$ cat src/design/rpm_pkg.sv
/*
  Package for the regulator power moding control block: register offset,
  field positions, reset values, power mode encoding and timing counts.
  Assumes an 8-bit register port and a 100 MHz always-on system clock.
*/
package rpm_pkg;

  // ==========================================================================
  // Register map
  // ==========================================================================
  localparam int             RPM_ADDR_W          = 8;
  localparam int             RPM_DATA_W          = 8;
  localparam logic [7:0]     RPM_MISC_OFFSET     = 8'h2f;

  // Field positions inside the miscellaneous power control register.
  localparam int             RPM_REG_ON_BIT      = 0;
  localparam int             RPM_CMP_SEL_BIT     = 1;
  localparam int             RPM_IGN_FLAG_BIT    = 7;

  // Reset values.
  localparam logic           RPM_REG_ON_RST      = 1'b0;
  localparam logic           RPM_CMP_SEL_RST     = 1'b0;
  localparam logic           RPM_LATCH_RST       = 1'b0;
  localparam logic [7:0]     RPM_RDATA_RST       = 8'h00;

  // ==========================================================================
  // Timing
  // ==========================================================================
  localparam int             RPM_SYS_CLK_MHZ     = 100;
  // Start-up delay after an undervoltage reset, in CPU bus clock cycles.
  localparam logic [11:0]    RPM_POR_CYCLES      = 12'h0fe0;
  // System clocks per CPU bus clock; the bus clock is an enable pulse.
  localparam int             RPM_CPU_DIV         = 1;

  // ==========================================================================
  // Power modes
  // ==========================================================================
  typedef enum logic [1:0] {
    RPM_MODE_OFF,
    RPM_MODE_STANDBY,
    RPM_MODE_POWER_UP
  } rpm_mode_e;

endpackage : rpm_pkg

$ cat src/design/rpm_standby_ctl.sv
/*
  Always-on standby part of the regulator control: pin synchronisers,
  wake edge detection and the standby latch that governs the regulator.
  Assumes sys_clk is the always-on clock that keeps running in standby.
*/
`timescale 1ns/1ps

module rpm_standby_ctl
  import rpm_pkg::*;
(
  // Clock and reset
  input  wire logic sys_clk,
  input  wire logic rstn,
  // Pins, asynchronous
  input  wire logic ignition_pin,
  input  wire logic net_bus_pin,
  // Options and register copy
  input  wire logic bus_wake_option,
  input  wire logic copy_wr,
  input  wire logic copy_value,
  // Status
  output logic      ignition_level,
  output logic      wake_pulse,
  output logic      latch_q
);

  // ==========================================================================
  // Synchronisers
  // ==========================================================================
  logic [1:0] pin_meta_reg;
  logic [1:0] pin_sync_reg;
  logic [1:0] pin_prev_reg;
  logic [1:0] pin_raw;
  logic       latch_reg;
  logic       latch_next;
  logic       ign_rise;
  logic       bus_rise;

  assign pin_raw = {net_bus_pin, ignition_pin};

  genvar g;
  generate
    for (g = 0; g < 2; g++) begin : g_sync
      always_ff @(posedge sys_clk or negedge rstn) begin
        if (!rstn) begin
          pin_meta_reg[g] <= 1'b0;
          pin_sync_reg[g] <= 1'b0;
          pin_prev_reg[g] <= 1'b0;
        end else begin
          pin_meta_reg[g] <= pin_raw[g];
          pin_sync_reg[g] <= pin_meta_reg[g];
          pin_prev_reg[g] <= pin_sync_reg[g];
        end
      end
    end
  endgenerate

  // ==========================================================================
  // Wake edges and standby latch
  // ==========================================================================
  assign ign_rise       = pin_sync_reg[0] & ~pin_prev_reg[0];
  assign bus_rise       = pin_sync_reg[1] & ~pin_prev_reg[1] & bus_wake_option;
  assign wake_pulse     = ign_rise | bus_rise;
  assign ignition_level = pin_sync_reg[0];

  // A wake edge wins over a register copy in the same cycle.
  assign latch_next = wake_pulse ? 1'b1 :
                      copy_wr    ? copy_value : latch_reg;

  always_ff @(posedge sys_clk or negedge rstn) begin
    if (!rstn) begin
      latch_reg <= RPM_LATCH_RST;
    end else begin
      latch_reg <= latch_next;
    end
  end

  assign latch_q = latch_reg;

endmodule : rpm_standby_ctl

$ cat src/design/rpm_power_ctl.sv
/*
  Regulator power moding control: miscellaneous register, standby latch
  instance, regulator enable and clamp, power mode tracking and the
  undervoltage core reset with its start-up delay.
  Assumes supply monitors and option straps arrive asynchronously, and that
  sys_clk keeps running from the always-on supply.
*/
// Decided for this implementation: the strobed register port.
`timescale 1ns/1ps

module rpm_power_ctl
  import rpm_pkg::*;
#(
  parameter int CPU_DIV = RPM_CPU_DIV
)
(
  // Clock and reset
  input  wire logic                  sys_clk,
  input  wire logic                  rstn,
  // Register port
  input  wire logic [RPM_ADDR_W-1:0] reg_addr,
  input  wire logic [RPM_DATA_W-1:0] reg_wdata,
  input  wire logic                  reg_wr,
  input  wire logic                  reg_rd,
  output logic      [RPM_DATA_W-1:0] reg_rdata,
  // Pins and supply monitors, asynchronous
  input  wire logic                  ignition_pin,
  input  wire logic                  net_bus_pin,
  input  wire logic                  battery_ok,
  input  wire logic                  core_supply_ok,
  // Option straps
  input  wire logic                  regulator_enable_option,
  input  wire logic                  bus_wake_option,
  input  wire logic                  supply_clamp_option,
  // Controls and status
  output logic                       regulator_en,
  output logic                       supply_clamp_en,
  output logic                       shared_pin_cmp_sel,
  output logic                       core_rst_n,
  output logic      [1:0]            power_mode
);

  // ==========================================================================
  // Input synchronisers
  // ==========================================================================
  localparam int NSYNC = 5;

  logic [NSYNC-1:0] async_raw;
  logic [NSYNC-1:0] meta_reg;
  logic [NSYNC-1:0] sync_reg;
  logic             battery_ok_s;
  logic             core_ok_s;
  logic             opt_reg_s;
  logic             opt_bus_s;
  logic             opt_clamp_s;

  assign async_raw = {supply_clamp_option, bus_wake_option, regulator_enable_option,
                      core_supply_ok, battery_ok};

  genvar g;
  generate
    for (g = 0; g < NSYNC; g++) begin : g_sync
      always_ff @(posedge sys_clk or negedge rstn) begin
        if (!rstn) begin
          meta_reg[g] <= 1'b0;
          sync_reg[g] <= 1'b0;
        end else begin
          meta_reg[g] <= async_raw[g];
          sync_reg[g] <= meta_reg[g];
        end
      end
    end
  endgenerate

  assign battery_ok_s = sync_reg[0];
  assign core_ok_s    = sync_reg[1];
  assign opt_reg_s    = sync_reg[2];
  assign opt_bus_s    = sync_reg[3];
  assign opt_clamp_s  = sync_reg[4];

  // ==========================================================================
  // Register decode
  // ==========================================================================
  function automatic logic misc_hit(input logic [RPM_ADDR_W-1:0] addr);
    misc_hit = (addr == RPM_MISC_OFFSET);
  endfunction : misc_hit

  logic                  wr_hit;
  logic                  rd_hit;
  logic                  reg_on_reg;
  logic                  reg_on_next;
  logic                  cmp_sel_reg;
  logic                  cmp_sel_next;
  logic [RPM_DATA_W-1:0] rdata_reg;
  logic [RPM_DATA_W-1:0] rdata_next;
  logic [RPM_DATA_W-1:0] misc_view;
  logic                  ign_level;
  logic                  ign_flag;
  logic                  wake_pulse;
  logic                  latch_q;
  logic                  core_rst_reg;

  // Writes are taken regardless of the ignition and bus pin levels.
  assign wr_hit = reg_wr & misc_hit(reg_addr);
  assign rd_hit = reg_rd & misc_hit(reg_addr);

  // The register copy ignores core resets; only standby power-on clears it.
  assign reg_on_next = wr_hit ? reg_wdata[RPM_REG_ON_BIT] : reg_on_reg;

  // Core reset clears the compare select and wins over a write.
  assign cmp_sel_next = core_rst_reg ? RPM_CMP_SEL_RST :
                        wr_hit       ? reg_wdata[RPM_CMP_SEL_BIT] : cmp_sel_reg;

  // The flag is the raw synchronised pin, gated by the regulator option.
  assign ign_flag = opt_reg_s & ign_level;

  always_comb begin
    misc_view                   = '0;
    misc_view[RPM_REG_ON_BIT]   = reg_on_reg;
    misc_view[RPM_CMP_SEL_BIT]  = cmp_sel_reg;
    misc_view[RPM_IGN_FLAG_BIT] = ign_flag;
  end

  assign rdata_next = rd_hit ? misc_view : RPM_RDATA_RST;

  always_ff @(posedge sys_clk or negedge rstn) begin
    if (!rstn) begin
      reg_on_reg  <= RPM_REG_ON_RST;
      cmp_sel_reg <= RPM_CMP_SEL_RST;
      rdata_reg   <= RPM_RDATA_RST;
    end else begin
      reg_on_reg  <= reg_on_next;
      cmp_sel_reg <= cmp_sel_next;
      rdata_reg   <= rdata_next;
    end
  end

  // ==========================================================================
  // Standby latch in the always-on logic
  // ==========================================================================
  rpm_standby_ctl u_standby (
    .sys_clk         (sys_clk),
    .rstn            (rstn),
    .ignition_pin    (ignition_pin),
    .net_bus_pin     (net_bus_pin),
    .bus_wake_option (opt_bus_s),
    .copy_wr         (wr_hit),
    .copy_value      (reg_wdata[RPM_REG_ON_BIT]),
    .ignition_level  (ign_level),
    .wake_pulse      (wake_pulse),
    .latch_q         (latch_q)
  );

  // ==========================================================================
  // Regulator enable and clamp
  // ==========================================================================
  logic reg_en_reg;
  logic reg_en_next;
  logic clamp_reg;
  logic clamp_next;

  // The latch, not the register copy, drives the regulator.
  assign reg_en_next = opt_reg_s & latch_q;
  // The clamp works from the latch even without the regulator option.
  assign clamp_next  = opt_clamp_s & ~latch_q;

  always_ff @(posedge sys_clk or negedge rstn) begin
    if (!rstn) begin
      reg_en_reg <= 1'b0;
      clamp_reg  <= 1'b0;
    end else begin
      reg_en_reg <= reg_en_next;
      clamp_reg  <= clamp_next;
    end
  end

  // ==========================================================================
  // CPU bus clock enable
  // ==========================================================================
  localparam int DIV_W = (CPU_DIV > 1) ? $clog2(CPU_DIV) : 1;

  logic [DIV_W-1:0] div_reg;
  logic             cpu_clk_en;

  assign cpu_clk_en = (div_reg == DIV_W'(CPU_DIV - 1));

  always_ff @(posedge sys_clk or negedge rstn) begin
    if (!rstn) begin
      div_reg <= '0;
    end else begin
      div_reg <= cpu_clk_en ? '0 : div_reg + 1'b1;
    end
  end

  // ==========================================================================
  // Undervoltage reset and start-up delay
  // ==========================================================================
  logic        uv_cond;
  logic [11:0] por_cnt_reg;
  logic [11:0] por_cnt_next;
  logic        por_done;
  logic        core_rst_n_reg;

  // Any loss of regulator output, including software switching it off.
  assign uv_cond      = ~battery_ok_s | ~core_ok_s | ~reg_en_next;
  assign por_done     = (por_cnt_reg == RPM_POR_CYCLES);
  assign por_cnt_next = uv_cond                 ? '0 :
                        (cpu_clk_en & ~por_done) ? por_cnt_reg + 12'h0001 :
                        por_cnt_reg;

  always_ff @(posedge sys_clk or negedge rstn) begin
    if (!rstn) begin
      por_cnt_reg    <= '0;
      core_rst_reg   <= 1'b1;
      core_rst_n_reg <= 1'b0;
    end else begin
      por_cnt_reg    <= por_cnt_next;
      core_rst_reg   <= uv_cond | ~por_done;
      core_rst_n_reg <= ~(uv_cond | ~por_done);
    end
  end

  // ==========================================================================
  // Power mode
  // ==========================================================================
  rpm_mode_e mode_reg;
  rpm_mode_e mode_next;

  always_comb begin
    case (mode_reg)
      RPM_MODE_OFF:      mode_next = battery_ok_s ? RPM_MODE_STANDBY : RPM_MODE_OFF;
      RPM_MODE_STANDBY:  mode_next = !battery_ok_s ? RPM_MODE_OFF :
                                     (reg_en_next & core_ok_s) ? RPM_MODE_POWER_UP :
                                     RPM_MODE_STANDBY;
      RPM_MODE_POWER_UP: mode_next = !battery_ok_s ? RPM_MODE_OFF :
                                     (!reg_en_next | !core_ok_s) ? RPM_MODE_STANDBY :
                                     RPM_MODE_POWER_UP;
      default:           mode_next = RPM_MODE_OFF;
    endcase
  end

  always_ff @(posedge sys_clk or negedge rstn) begin
    if (!rstn) begin
      mode_reg <= RPM_MODE_OFF;
    end else begin
      mode_reg <= mode_next;
    end
  end

  // ==========================================================================
  // Outputs
  // ==========================================================================
  assign reg_rdata          = rdata_reg;
  assign regulator_en       = reg_en_reg;
  assign supply_clamp_en    = clamp_reg;
  assign shared_pin_cmp_sel = cmp_sel_reg;
  assign core_rst_n         = core_rst_n_reg;
  assign power_mode         = mode_reg;

  // Helper: CPU bus clocks seen since the undervoltage condition last cleared.
  logic [12:0] uv_free_cnt;

  always_ff @(posedge sys_clk or negedge rstn) begin
    if (!rstn) begin
      uv_free_cnt <= '0;
    end else if (uv_cond) begin
      uv_free_cnt <= '0;
    end else if (cpu_clk_en && uv_free_cnt != 13'h1fff) begin
      uv_free_cnt <= uv_free_cnt + 13'h0001;
    end
  end
endmodule : rpm_power_ctl

$ cat config.mk
export PLATFORM = sky130hd
export DESIGN_NAME = rpm_power_ctl
export DESIGN_NICKNAME = d
export VERILOG_FILES = /design/src/design/rpm_pkg.sv /design/src/design/rpm_standby_ctl.sv /design/src/design/rpm_power_ctl.sv
export SDC_FILE = /design/constraint.sdc
export NUM_CORES = 1
export LEC_CHECK = 0
export BUFFER_PORTS_ARGS = -buffer_cell sky130_fd_sc_hd__buf_2
export CAP_MARGIN = 20
export CORE_MARGIN = 4
export CORE_UTILIZATION = 40
export DETAILED_ROUTE_END_ITERATION = 10
export GPL_TIMING_DRIVEN = 0
export SYNTH_ARGS = -nofsm -noshare
export SYNTH_HDL_FRONTEND = slang
export SYNTH_SLANG_ARGS = --single-unit
$ cat constraint.sdc
create_clock -name sys_clk -period 2.1 [get_ports sys_clk]
set_clock_uncertainty 0.1 [all_clocks]
set_input_delay 0 -clock sys_clk [delete_from_list [all_inputs] [get_ports sys_clk]]
set_output_delay 0 -clock sys_clk [all_outputs]
set_load 0.05 [all_outputs]
==> results.md <==
Synthesis:
- Ranked by total cell area, the synthesized netlist is headed by sky130_fd_sc_hd__dfrtp_1 (61%), sky130_fd_sc_hd__o31ai_1 (3.3%), sky130_fd_sc_hd__nand2_1 (2.8%), sky130_fd_sc_hd__buf_4 (2.4%), sky130_fd_sc_hd__a21oi_1 (2.2%).
- The count of unique library cells instantiated by Yosys is 36.
- The cell taking the most area after synthesis is sky130_fd_sc_hd__dfrtp_1.
- In this run the cell area of the synthesized design comes to 1590 µm².
- The mean cell area of the mapped netlist is 12.1 µm².
- Counting flops and latches in the post-synthesis netlist gives 40.
- Of the post-synthesis cell area, the dominant cell type holds 61.3%.
- The number of warnings reported in the yosys synthesis log is 0.
- Synthesis produced 131 cells.
- The sequential-to-total area share from yosys stat is 63.0%.

Finish:
- The layout overhead on the synthesized area is 29.6%.
- The number of nets in the layout is 214.
- The final instance area is 2060 µm².
- The most common cell after layout, fill and taps aside is sky130_fd_sc_hd__dfrtp_1.
- Once layout is complete, the utilization of the core stands at 55.1%.
- In the layout the commonest cells are sky130_fd_sc_hd__dfrtp_1 (39), sky130_fd_sc_hd__buf_2 (30), sky130_fd_sc_hd__dlygate4sd3_1 (14).
- The register with the most flip-flops in the layout has 12 of them.
- Cells with a size suffix above 1 make up 25.8% of the layout.
- The antenna diode instance count is 0.

Floorplanning:
- The floorplan die area is 5050 µm².
- The I/O pin count is 41.
- The standard-cell row count is 22.
- The die outline width is 71.1 µm.
- The effective utilization at floorplan is 42.5%.
- In this run the standard cell core region covers 3740 µm².
- The vertical die dimension is 71.1 µm.

GRT:
- The number of global-route vias before repair is 1105.
- The global-route wire length before repair is 5030 µm.
- The sum of overflow across all layers after global routing is 0.
- The global-route usage over all layers is 12.8%.
- The initial antenna violation count came to 0.
- The pin count of the biggest net entering global routing is 41.

Worst setup path:
- The path type of the worst setup path is in2reg.
- The endpoint kind of the worst setup timing path is a flop.
- Along the worst path, the maximum fanout reaches 2.
- At the worst endpoint, the arrival time is 1910 ps.
- The dominant cell type by count on the critical path is sky130_fd_sc_hd__dlygate4sd3_1.
- The maximum single-stage delay on the critical path is 600 ps.
- For the worst setup path, the data required time is 2170 ps.
- Counting both buffers and inverters, the worst setup path holds a total of 4.
- The cell count of the worst reg-to-reg path is 3.
- The gate family responsible for the most delay along the worst path is buffers and inverters.
- STA classifies the critical path startpoint as a primary input.
- The critical path goes through dlygate4sd3_1 -> buf_2 -> nand4_1 -> dlygate4sd3_1 -> nand2_1 -> dlygate4sd3_1.
- In this run the number of cells on the critical path is 6.
- The slowest stage of the critical path is the sky130_fd_sc_hd__dlygate4sd3_1 cell.

Clocking:
- The number of levels the H-tree was split into is 2.
- The buffer type at the clock tree root is sky130_fd_sc_hd__clkbuf_8.
- The CTS buffer count is 5.
- The number of gates given a new drive strength after cts is 0.
- Clock-pin slew was measured on the worst setup and hold paths at 80 ps.
- The clock passes through at most 2 buffers.
- TritonCTS built the clock tree.
- The clock reaches the later pin of the worst-skew pair after 280 ps.
- The number of clock sinks seen by CTS is 40.

Timing:
- The actual transition at the worst max-transition pin is 836 ps.
- Setup repair after global routing left no endpoint under its margin.
- The top achievable clock speed is 544 MHz.
- The worst hold-check slack is 46.0 ps.
- The minimum clock period is 1840 ps.
- Setup violations remaining at the end of the flow were counted as 0.
- Of the available clock period, the critical path in the final layout requires 87.5%.
- Summed over all failing endpoints, the final setup total negative slack is 0 ps.
- The tightest slew margin relative to the limit is 44.3%.
- The final number of max-transition violations is 0.
- The number of hold-slack violations in the final timing report is 0.

Place:
- The global placement routability congestion is 0.768.
- The quantity of I/O buffers inserted on ports is 29.
- The area of placed instances is 1810 µm².
- Summed over all nets, the half-perimeter wirelength after detailed placement is 1980 µm.

Worst hold path:
- The type of the most critical hold path is in2reg.
- The worst hold path was traced through 4 stages.

Job:
- The number of violations of the max-capacitance limit is 0.

Routing:
- The post-detailed-route DRC marker count is 0.
- After the first detailed-routing iteration, the DRC count stood at 83.
- Across all layers, the routed design uses 1158 vias.
- The count of nets left with antenna violations once routing finished came out at 0.
- The per-cell routed wire length is 12.1 µm.
- The total wire length after detailed routing is 2840 µm.
- The count of TritonRoute iterations in the first routing pass is 4.
- In the routed layout, each cell is associated on average with a via count of 4.95.

Power:
- The leakage power is 0.000926 µW.
- The completed layout was analyzed and its total power is 1520 µW.
- For this design the ratio of total power to cell area is 737 nW/µm².
- IR analysis of the VDD net gives a maximum drop of 0.526 mV.

Status:
- The run finished with clean final reports.
timing repair:
item / 4_1_cts / 5_1_grt
endpoints found under the hold margin: 52 / 0
buffers inserted: 0 / 0
hold buffers: 14 / 0
through the flow:
step / worst slack (ps) / instances
2_1_floorplan: 539 / 135
3_3_place_gp: 428 / 212
3_5_place_dp: 403 / 212
4_1_cts: 272 / 234
5_1_grt: 198 / 234
6_report: 262 / 234
cell usage after synthesis:
library cell                instances
sky130_fd_sc_hd__a21oi_1            7
sky130_fd_sc_hd__a22oi_1            1
sky130_fd_sc_hd__and2_1             1
sky130_fd_sc_hd__and2_2             1
sky130_fd_sc_hd__and3_1             2
sky130_fd_sc_hd__and4_1             3
sky130_fd_sc_hd__buf_2              1
sky130_fd_sc_hd__buf_4              5
sky130_fd_sc_hd__clkbuf_1           1
sky130_fd_sc_hd__conb_1             1
sky130_fd_sc_hd__dfrtp_1           39
sky130_fd_sc_hd__dfstp_2            1
sky130_fd_sc_hd__ha_1               2
sky130_fd_sc_hd__inv_1              5
sky130_fd_sc_hd__mux2i_1            3
sky130_fd_sc_hd__nand2_1           12
sky130_fd_sc_hd__nand2b_1           2
sky130_fd_sc_hd__nand3_1            5
sky130_fd_sc_hd__nand3_2            1
sky130_fd_sc_hd__nand3b_1           2
sky130_fd_sc_hd__nand4_1            4
sky130_fd_sc_hd__nor2_1             5
sky130_fd_sc_hd__nor2b_1            1
sky130_fd_sc_hd__nor4_1             1
sky130_fd_sc_hd__nor4_4             1
sky130_fd_sc_hd__nor4b_1            1
sky130_fd_sc_hd__o2111ai_1          1
sky130_fd_sc_hd__o21a_1             1
sky130_fd_sc_hd__o21ai_0            3
sky130_fd_sc_hd__o31ai_1            7
sky130_fd_sc_hd__or3_1              2
sky130_fd_sc_hd__or4_1              4
sky130_fd_sc_hd__or4b_1             1
sky130_fd_sc_hd__or4b_4             1
sky130_fd_sc_hd__xnor2_1            1
sky130_fd_sc_hd__xor2_1             2
cells by family after synthesis:
kind of cell    count (synthesis)  synth area share (%)
fa+ha+maj                       2                  1.57
compound gates                 20                  7.94
flops                          40                  63.0
buf+inv                        12                  4.09
simple gates                   50                  19.7
xor+xnor                        3                  1.65
mux                             3                  1.89
other cells                     1                 0.236
worst reg2reg max path: stages (launching register included):
cell and delay, ps:
sky130_fd_sc_hd__dfrtp_1 440, sky130_fd_sc_hd__or4b_4 550, sky130_fd_sc_hd__nor4_4 310, sky130_fd_sc_hd__mux2i_1 240
per-layer routing:
metal / global-route usage, % / vias up / wire length (µm)
met5: 0 / - / 0
li1: - / 569 / -
met4: 5.22 / 0 / 30
met3: 5.26 / 2 / 185
met1: 16.3 / 557 / 1280
met2: 19.5 / 30 / 1340
area by class of cell:
type                    count  area [µm²]
fillers                   341        1680
clock buffers               5        68.8
well taps                  48        60.1
multi-input cells          83         539
repair buffers             43         285
clock inverters             3        42.5
inverters                   5        18.8
flip-flops and latches     40        1000
plain buffers               7        46.3
where the power goes:
group	switching [µW]	total, µW	internal (µW)
Clock	255	606	351
Combinational	67.3	112	45.0
Sequential	10.6	801	790
final timing paths:
kind | start | end | slack, ps
min in group asynchronous | rstn | por_cnt_reg[11] | 250
min reg2reg | meta_reg[3] | opt_bus_s | 250
min | reg_wr | u_standby.latch_q | 50
max in group asynchronous | rstn | power_mode[0] | 1130
max | reg_wdata[0] | reg_on_reg | 260
max reg2reg | por_cnt_reg[2] | por_cnt_reg[0] | 390
Note: power is estimated with default switching activity, not from simulation.
